## src/include/dma_pkg.sv

```systemverilog
//------------------------------------------------------------------
// Functional notes
// - Requests come only from on-chip peripheral lines or software request bits.
// - A request on an enabled channel first wins the CPU bus, then transfers.
// - Fixed priority, channel 0 highest, resolved one cycle before the transfer.
// - Acknowledge the requester during the bus cycle that accesses it.
// - At block end update flags, raise interrupt if enabled, then release bus (here flags, interrupt and bus release all change on the same edge).
// - Continuous policy with request still high and block unfinished keeps transferring.
// - Next request sampled as acknowledge drops, then on every rising edge.
// - Four identical channels, 0 to 3, each with its own control state.
// - Direct mode moves an item in one bus cycle, never latched.
// - Intermittent hands back the bus per cycle; continuous keeps it until done.
// - Direct throughput at most one per three clocks intermittent, one per clock continuous.
// - Direct uses A counter; direction clear reads addressed device, set writes it.
// - Size select chooses 8 or 16 bits per transfer cycle in both modes.
// - Each item decrements block length by one; direct steps the A counter.
// - Indirect reads into a temporary store, writes it out next cycle (here the write cycle starts one idle clock after the read completes).
// - Indirect throughput at most one per five clocks intermittent, one per two continuous.
// - Indirect direction 0 reads via A writes via B; set reads B writes A.
// - Indirect steps both A and B counters by their own step and adjust settings.
// - Length reaching zero stops, sets terminal and overrun, clears active, interrupts.
//------------------------------------------------------------------
package dma_pkg;
    localparam int CH_N = 4;
    localparam int ADDR_W = 24;
    localparam int LEN_W = 16;
    localparam int DATA_W = 16;
    localparam int BUF_DEPTH = 2;
    localparam logic [1:0] BUF_FULL = 2'h2;
    localparam logic [1:0] BUF_EMPTY = 2'h0;
    localparam logic [1:0] STEP_INC1 = 2'h0;
    localparam logic [1:0] STEP_INC2 = 2'h1;
    localparam logic [1:0] STEP_DEC1 = 2'h2;
    localparam logic [1:0] STEP_DEC2 = 2'h3;
    localparam logic [ADDR_W-1:0] ADDR_ONE = 24'h000001;
    localparam logic [ADDR_W-1:0] ADDR_TWO = 24'h000002;
    localparam logic [ADDR_W-1:0] ADDR_RESET = 24'h000000;
    localparam logic [LEN_W-1:0] LEN_ONE = 16'h0001;
    localparam logic [LEN_W-1:0] LEN_ZERO = 16'h0000;
    localparam logic [DATA_W-1:0] BYTE_MASK = 16'h00ff;
    localparam logic [DATA_W-1:0] DATA_RESET = 16'h0000;
    localparam logic [CH_N-1:0] ACK_ONE = 4'h1;
    localparam logic [CH_N-1:0] ACK_NONE = 4'h0;

    typedef enum logic [2:0] {
        S_IDLE = 3'b000,
        S_ARB = 3'b001,
        S_PRIO = 3'b010,
        S_CYC = 3'b011,
        S_WR = 3'b100
    } state_t;
endpackage : dma_pkg

```

## src/include/buf_if.sv

```systemverilog
`timescale 1ns/1ps
interface buf_if;
    import dma_pkg::*;
    logic in_valid;
    logic in_ready;
    logic [DATA_W-1:0] in_data;
    logic out_valid;
    logic out_ready;
    logic [DATA_W-1:0] out_data;
    modport buffer (input in_valid, in_data, out_ready, output in_ready, out_valid, out_data);
    modport user (output in_valid, in_data, out_ready, input in_ready, out_valid, out_data);
endinterface : buf_if

```

## src/hdl/item_buffer.sv

```systemverilog
`timescale 1ns/1ps
module item_buffer
    import dma_pkg::*;
(
    // Clock, reset and clock enable
    input wire logic clk_i,
    input wire logic rst_i,
    input wire logic ce_i,
    // Data path
    buf_if.buffer port
);
    logic [DATA_W-1:0] mem [BUF_DEPTH];
    logic [DATA_W-1:0] next_mem [BUF_DEPTH];
    logic wp;
    logic rp;
    logic [1:0] cnt;
    logic next_wp;
    logic next_rp;
    logic [1:0] next_cnt;
    logic push;
    logic pop;

    assign port.in_ready = (cnt != BUF_FULL);
    assign port.out_valid = (cnt != BUF_EMPTY);
    assign port.out_data = mem[rp];

    always_comb begin
        push = port.in_valid & port.in_ready;
        pop = port.out_valid & port.out_ready;
        next_mem = mem;
        next_wp = wp;
        next_rp = rp;
        next_cnt = cnt;
        if (push) begin
            next_mem[wp] = port.in_data;
            next_wp = ~wp;
        end
        if (pop) begin
            next_rp = ~rp;
        end
        if (push & ~pop) begin
            next_cnt = cnt + 2'h1;
        end else if (pop & ~push) begin
            next_cnt = cnt - 2'h1;
        end
    end

    always_ff @(posedge clk_i or posedge rst_i) begin
        if (rst_i) begin
            mem <= '{default: DATA_RESET};
            wp <= 1'b0;
            rp <= 1'b0;
            cnt <= BUF_EMPTY;
        end else if (ce_i) begin
            mem <= next_mem;
            wp <= next_wp;
            rp <= next_rp;
            cnt <= next_cnt;
        end
    end
endmodule : item_buffer

```

## src/hdl/transfer_controller.sv

```systemverilog
`timescale 1ns/1ps
module transfer_controller
    import dma_pkg::*;
(
    // Clock, reset, clock enable
    input wire logic clk_i,
    input wire logic rst_i,
    input wire logic ce_i,
    // Channel control, one bit or field per channel
    input wire logic [CH_N-1:0] chan_enable_i,
    input wire logic [CH_N-1:0] dir_i,
    input wire logic [CH_N-1:0] indirect_i,
    input wire logic [CH_N-1:0] continuous_i,
    input wire logic [CH_N-1:0] size16_i,
    input wire logic [CH_N-1:0][1:0] a_step_i,
    input wire logic [CH_N-1:0][1:0] b_step_i,
    input wire logic [CH_N-1:0] a_adjust_i,
    input wire logic [CH_N-1:0] b_adjust_i,
    input wire logic [CH_N-1:0] tc_int_en_i,
    input wire logic [CH_N-1:0] ovr_int_en_i,
    // Counter load
    input wire logic [CH_N-1:0] load_i,
    input wire logic [ADDR_W-1:0] load_addr_a_i,
    input wire logic [ADDR_W-1:0] load_addr_b_i,
    input wire logic [LEN_W-1:0] load_len_i,
    // Flag clears, write-one style
    input wire logic [CH_N-1:0] tc_clear_i,
    input wire logic [CH_N-1:0] ovr_clear_i,
    // Transfer requests
    input wire logic [CH_N-1:0] periph_req_i,
    input wire logic [CH_N-1:0] sw_req_i,
    // CPU bus
    input wire logic bus_gnt_i,
    input wire logic bus_rdy_i,
    input wire logic [DATA_W-1:0] bus_rdata_i,
    output logic bus_req_o,
    output logic [ADDR_W-1:0] bus_addr_o,
    output logic bus_rd_o,
    output logic bus_wr_o,
    output logic bus_size16_o,
    output logic [DATA_W-1:0] bus_wdata_o,
    output logic [CH_N-1:0] ack_o,
    // Channel status
    output logic [CH_N-1:0] tc_o,
    output logic [CH_N-1:0] ovr_o,
    output logic [CH_N-1:0] active_o,
    output logic [CH_N-1:0] irq_o
);
    //------------------------------------------------------------------
    // Shared state
    //------------------------------------------------------------------
    logic [ADDR_W-1:0] addr_a [CH_N];
    logic [ADDR_W-1:0] addr_b [CH_N];
    logic [LEN_W-1:0] len [CH_N];
    logic [CH_N-1:0] req_raw;
    logic [CH_N-1:0] pending;
    logic [1:0] win;
    logic any_pending;
    state_t state;
    state_t next_state;
    logic [1:0] cur;
    logic [1:0] next_cur;
    logic next_req;
    logic [ADDR_W-1:0] next_addr;
    logic next_rd;
    logic next_wr;
    logic next_size16;
    logic [CH_N-1:0] next_ack;
    logic item_done;
    logic launch;
    logic [1:0] launch_ch;
    logic [ADDR_W-1:0] launch_a;
    logic [ADDR_W-1:0] launch_b;

    buf_if temp ();

    item_buffer u_buf (
        .clk_i(clk_i),
        .rst_i(rst_i),
        .ce_i(ce_i),
        .port(temp.buffer)
    );

    function automatic logic [ADDR_W-1:0] step_addr(input logic [ADDR_W-1:0] a,
                                                    input logic [1:0] code);
        case (code)
            STEP_INC1: step_addr = a + ADDR_ONE;
            STEP_INC2: step_addr = a + ADDR_TWO;
            STEP_DEC1: step_addr = a - ADDR_ONE;
            default: step_addr = a - ADDR_TWO;
        endcase
    endfunction : step_addr

    //------------------------------------------------------------------
    // Per-channel counters and flags
    //------------------------------------------------------------------
    generate
        for (genvar g = 0; g < CH_N; g++) begin : g_chan
            logic en_q;
            logic next_en_q;
            logic [ADDR_W-1:0] next_a;
            logic [ADDR_W-1:0] next_b;
            logic [LEN_W-1:0] next_len;
            logic next_tc;
            logic next_ovr;
            logic next_active;
            logic next_irq;
            logic done_here;
            logic end_here;

            always_comb begin
                done_here = item_done & (cur == 2'(g));
                end_here = done_here & (len[g] == LEN_ONE);
                next_en_q = chan_enable_i[g];
                next_a = addr_a[g];
                next_b = addr_b[g];
                next_len = len[g];
                next_active = active_o[g];
                if (load_i[g] & ~active_o[g]) begin
                    next_a = load_addr_a_i;
                    next_b = load_addr_b_i;
                    next_len = load_len_i;
                end
                if (chan_enable_i[g] & ~en_q & (len[g] != LEN_ZERO)) begin
                    next_active = 1'b1;
                end
                if (~chan_enable_i[g]) begin
                    next_active = 1'b0;
                end
                if (done_here) begin
                    next_len = len[g] - LEN_ONE;
                    if (a_adjust_i[g]) begin
                        next_a = step_addr(addr_a[g], a_step_i[g]);
                    end
                    if (indirect_i[g] & b_adjust_i[g]) begin
                        next_b = step_addr(addr_b[g], b_step_i[g]);
                    end
                end
                if (end_here) begin
                    next_active = 1'b0;
                end
                next_tc = (tc_o[g] & ~tc_clear_i[g]) | end_here;
                next_ovr = (ovr_o[g] & ~ovr_clear_i[g]) | end_here;
                next_irq = (next_tc & tc_int_en_i[g]) | (next_ovr & ovr_int_en_i[g]);
            end

            always_ff @(posedge clk_i or posedge rst_i) begin
                if (rst_i) begin
                    en_q <= 1'b0;
                    addr_a[g] <= ADDR_RESET;
                    addr_b[g] <= ADDR_RESET;
                    len[g] <= LEN_ZERO;
                    tc_o[g] <= 1'b0;
                    ovr_o[g] <= 1'b0;
                    active_o[g] <= 1'b0;
                    irq_o[g] <= 1'b0;
                end else if (ce_i) begin
                    en_q <= next_en_q;
                    addr_a[g] <= next_a;
                    addr_b[g] <= next_b;
                    len[g] <= next_len;
                    tc_o[g] <= next_tc;
                    ovr_o[g] <= next_ovr;
                    active_o[g] <= next_active;
                    irq_o[g] <= next_irq;
                end
            end
        end
    endgenerate

    //------------------------------------------------------------------
    // Request qualification and priority
    //------------------------------------------------------------------
    always_comb begin
        req_raw = periph_req_i | sw_req_i;
        pending = req_raw & chan_enable_i & active_o;
        any_pending = |pending;
        win = 2'h0;
        for (int i = CH_N - 1; i >= 0; i--) begin
            if (pending[i]) begin
                win = 2'(i);
            end
        end
    end

    //------------------------------------------------------------------
    // Bus sequencer
    //------------------------------------------------------------------
    always_comb begin
        next_state = state;
        next_cur = cur;
        next_req = bus_req_o;
        next_addr = bus_addr_o;
        next_rd = bus_rd_o;
        next_wr = bus_wr_o;
        next_size16 = bus_size16_o;
        next_ack = ack_o;
        item_done = 1'b0;
        launch = 1'b0;
        launch_ch = cur;
        temp.in_valid = 1'b0;
        temp.in_data = size16_i[cur] ? bus_rdata_i : (bus_rdata_i & BYTE_MASK);
        temp.out_ready = 1'b0;
        case (state)
            S_IDLE: begin
                if (any_pending) begin
                    next_state = S_ARB;
                    next_req = 1'b1;
                end
            end
            S_ARB: begin
                if (bus_gnt_i) begin
                    next_state = S_PRIO;
                end
            end
            S_PRIO: begin
                if (any_pending) begin
                    launch = 1'b1;
                    launch_ch = win;
                end else begin
                    next_state = S_IDLE;
                    next_req = 1'b0;
                end
            end
            S_CYC: begin
                if (bus_rdy_i) begin
                    next_rd = 1'b0;
                    next_wr = 1'b0;
                    next_ack = ACK_NONE;
                    if (indirect_i[cur]) begin
                        temp.in_valid = 1'b1;
                        next_state = S_WR;
                        next_addr = dir_i[cur] ? addr_a[cur] : addr_b[cur];
                    end else begin
                        item_done = 1'b1;
                    end
                end
            end
            S_WR: begin
                if (bus_wr_o & bus_rdy_i) begin
                    temp.out_ready = 1'b1;
                    item_done = 1'b1;
                    next_wr = 1'b0;
                    next_ack = ACK_NONE;
                end else if (temp.out_valid) begin
                    next_wr = 1'b1;
                    next_ack = ACK_ONE << cur;
                end
            end
            default: begin
                next_state = S_IDLE;
                next_req = 1'b0;
            end
        endcase
        if (item_done) begin
            if (continuous_i[cur] & req_raw[cur] & chan_enable_i[cur]
                & (len[cur] != LEN_ONE)) begin
                launch = 1'b1;
                launch_ch = cur;
            end else begin
                next_state = S_IDLE;
                next_req = 1'b0;
            end
        end
        launch_a = addr_a[launch_ch];
        launch_b = addr_b[launch_ch];
        if (item_done) begin
            // Back-to-back item uses the counters as they step this edge
            if (a_adjust_i[cur]) begin
                launch_a = step_addr(addr_a[cur], a_step_i[cur]);
            end
            if (indirect_i[cur] & b_adjust_i[cur]) begin
                launch_b = step_addr(addr_b[cur], b_step_i[cur]);
            end
        end
        if (launch) begin
            next_state = S_CYC;
            next_cur = launch_ch;
            next_size16 = size16_i[launch_ch];
            next_addr = (indirect_i[launch_ch] & dir_i[launch_ch]) ?
                launch_b : launch_a;
            next_rd = indirect_i[launch_ch] | ~dir_i[launch_ch];
            next_wr = ~indirect_i[launch_ch] & dir_i[launch_ch];
            next_ack = indirect_i[launch_ch] ? ACK_NONE : (ACK_ONE << launch_ch);
        end
    end

    always_ff @(posedge clk_i or posedge rst_i) begin
        if (rst_i) begin
            state <= S_IDLE;
            cur <= 2'h0;
            bus_req_o <= 1'b0;
            bus_addr_o <= ADDR_RESET;
            bus_rd_o <= 1'b0;
            bus_wr_o <= 1'b0;
            bus_size16_o <= 1'b0;
            bus_wdata_o <= DATA_RESET;
            ack_o <= ACK_NONE;
        end else if (ce_i) begin
            state <= next_state;
            cur <= next_cur;
            bus_req_o <= next_req;
            bus_addr_o <= next_addr;
            bus_rd_o <= next_rd;
            bus_wr_o <= next_wr;
            bus_size16_o <= next_size16;
            bus_wdata_o <= temp.out_data;
            ack_o <= next_ack;
        end
    end
endmodule : transfer_controller

```

## config.mk

```make
export PLATFORM = sky130hd
export DESIGN_NAME = transfer_controller
export DESIGN_NICKNAME = d
export VERILOG_FILES = /design/src/include/dma_pkg.sv /design/src/include/buf_if.sv /design/src/hdl/item_buffer.sv /design/src/hdl/transfer_controller.sv
export SDC_FILE = /design/constraint.sdc
export NUM_CORES = 2
export LEC_CHECK = 0
export BUFFER_PORTS_ARGS = -buffer_cell sky130_fd_sc_hd__buf_2
export CORE_MARGIN = 10
export CORE_UTILIZATION = 30
export CTS_CLUSTER_DIAMETER = 40
export DETAILED_ROUTE_END_ITERATION = 6
export PLACE_DENSITY = 0.42
export SLEW_MARGIN = 20
export SYNTH_ARGS = -nofsm -noshare
export SYNTH_HDL_FRONTEND = slang
export SYNTH_HIERARCHICAL = 1
export SYNTH_SLANG_ARGS = --single-unit
export TNS_END_PERCENT = 50
```

## constraint.sdc

```tcl
create_clock -name clk_i -period 9.68 [get_ports clk_i]
set_clock_uncertainty 0.05 [all_clocks]
set_input_delay 0.484 -clock clk_i [delete_from_list [all_inputs] [get_ports clk_i]]
set_output_delay 0.484 -clock clk_i [all_outputs]
set_load 0.01 [all_outputs]
```

==> results.ini <==
[timing]
tightest_slew_ns=1.12
setup_violations=0
relSlewSlack_pct=24.7
fin_crit_sh_pct=64.3
slew_violations=0
period_needed_ns=6.22
max_freq_mhz=161
tns_ns=0
holdWs_ns=0.0794
rsz0062_at_grt=no
hold_viol=0

[logic_synthesis]
syn-num-nets=6204
ys_ff_latch=365
async_flop_share_pct=100
synth_area_mm2=0.0438
synth-edff-count=0
avgSynthCellArea_um2=7.76
synth_ff_type=dfrtp_1
synth_seq_area_share_pct=20.8
synth.largest_area_cell=dfrtp_1
synthTopCellsByArea=dfrtp_1, ha_1, a21oi_1, o21ai_0, nor2_1
ys_types=107
synth_most_common_cell=a21oi_1
ys_warn_count=6
synth_commonest_cells=a21oi_1, nor2_1, nand2_1, o21ai_0, ha_1
synth_top_area_share_pct=20.8
synth_cells=5650

[drt]
post_drt_wl_per_cell_um=25.4
via_count=46000
antenna_left=0
drt_iter0_drc=4403
drcViolationCount=0
detailedRoute.firstPassIterationCount=6
via_per_inst=5.87
routed_wl_um=199000

[run_status]
status=completed

[worst_hold_path]
hold_start=bus_rdata_i[12]
whs_endpoint=u_buf/mem[12]
hp-class=primary input to register
holdPathStages=3

[floorplan]
die_x_um=402
rows=140
core_mm2=0.145
start_util_pct=30.1
die-area_mm2=0.162
dieHeight_um=402
ios=221

[cells_and_area]
nets=6378
area_growth_pct=16.7
final_core_util_pct=35.2
drive_gt1_share_pct=12.4

[clock_network]
path_clk_slew_ns=0.05
h-tree-depth=3
cts_setup_buffers=0
clkSinkCount=365
root_buffer=clkbuf_16
numCtsBuffers=104
clk_path_buf_depth=3
tritoncts=yes
worst_skew_pair.late_latency_ns=0.74

[global_route]
antenna_found_initial=19
grt-ovfl-total=0
grt_pass1_vias=42900
grt_pass1_wl_um=293000
grt_max_degree=108
grtUsageTotal_pct=23.5

[setup_path]
worstPathArrival_ns=6.77
start_kind=register
required_ns=10.23
reg2reg_from=cur[0]
r2r_slack_ns=3.46
cp_max_fo=47
rr_endpoint=bus_addr_o[17]
worst-setup-path-type=register to register
crit_path_end_kind=register
worstRegToRegCells=16

[pwr]
p_leak_nw=21.3
power.density_mw_per_mm2=332
peakVddDrop_uv=151

[job]
max-cap-violations=0

[place]
port_buffers=220
gp_congestion=0.914
dp_hpwl_um=151000

-- per-stage QoR --
step | cell area, um^2 | instances | power [mW] | setup slack (ns)
finish | 51200 | 7836 | 17.0 | 3.46
global route | 51200 | 7831 | 18.1 | 3.11
CTS | 51100 | 7831 | 16.9 | 3.55
detailed placement | 47000 | 7606 | 12.9 | 3.44
global placement | 47000 | 7606 | 13.0 | 3.48
floorplan | 43800 | 5650 | 9.87 | 0.0346
-- worst max-delay path: stages, from the launching register on --
cell and delay, ns:
dfrtp_4 0.93, mux4_2 0.34, buf_4 0.43, nor2b_2 0.75
inv_2 0.46, ha_1 0.48, a21o_1 0.22, a211o_1 0.31
nand4_1 0.13, a32oi_1 0.21, o311ai_1 0.53, nand2_1 0.23
a21boi_1 0.23, o22ai_1 0.14, xnor2_1 0.17, nor4b_1 0.30
nor4_1 0.10
-- report_power, final --
| part | internal, mW | total (mW) | switching [mW] |
|---|---|---|---|
| clock | 2.64 | 3.84 | 1.20 |
| combinational | 4.01 | 10.2 | 6.22 |
| sequential | 2.00 | 2.92 | 0.921 |
-- worst max path at each step --
stage / start / end / slack (ns) / cells after the start
6_report: cur[0] / bus_addr_o[17] / 3.46 / 16
5_1_grt: cur[0] / bus_addr_o[17] / 3.11 / 16
4_1_cts: cur[0] / bus_addr_o[17] / 3.55 / 16
3_5_place_dp: b_step_i[2] / bus_addr_o[17] / 3.44 / 18
3_3_place_gp: b_step_i[4] / bus_addr_o[17] / 3.48 / 18
2_1_floorplan: rst_i / ack_o[0] / 0.03 / 1
-- state kept, by name (all words and copies together) (netlist names), 3 cells and up --
name,count
g_chan.en_q,4
active_o,4
irq_o,4
bus_addr_o,24
len,64
addr_b,96
tc_o,4
ack_o,4
bus_wdata_o,16
state,3
u_buf/mem,32
ovr_o,4
addr_a,96
-- cell usage in the layout (no fill, tap or decap), drive strengths merged, types with 145 or more instances in the layout --
master / netlist / routed
ha: 381 / 381
nand2: 508 / 508
xor2: 158 / 158
nor2: 558 / 558
xnor2: 225 / 225
dfrtp: 365 / 365
inv: 143 / 145
nor3: 165 / 165
a21oi: 613 / 613
buf: 83 / 317
nand3: 146 / 146
o22ai: 162 / 162
o21ai: 447 / 447
-- per-layer routing --
| layer | share of wire (%) | wire length (um) | vias up | GRT usage [%] |
|---|---|---|---|---|
| met1 | 48 | 96100 | 22500 | 34.6 |
| met2 | 42 | 83900 | 1654 | 34.9 |
| met4 | 2.2 | 4330 | 10 | 5.85 |
| met5 | 0.031 | 62 | - | 0 |
| li1 | - | - | 21600 | - |
| met3 | 7.2 | 14300 | 237 | 4.01 |
-- cells by family after synthesis --
logic type | Yosys count | synth area share [%]
AOI/OAI and AO/OA | 1991 | 28.3
and+or+nand+nor | 1865 | 20.1
buffers and inverters | 421 | 4.03
xor gates and xnor gates | 383 | 7.65
adders and majority gates | 399 | 11.7
DFF | 365 | 20.8
muxes | 226 | 7.39
-- area by class of cell --
type | instances | area (um^2)
timing repair buffer | 346 | 2150
sequential | 365 | 9140
clock buffer | 133 | 2900
fill | 15200 | 94200
clock inverter | 63 | 977
tap | 1917 | 2400
antenna | 5 | 12.5
inverter | 143 | 546
multi-input combinational | 4864 | 33000
-- what timing repair did --
item / in CTS / in global routing
gates resized for setup: 0 / 0
endpoints found under the hold margin: 113 / 0
hold buffers: 29 / 0
Note: power is estimated with default switching activity, not from simulation.
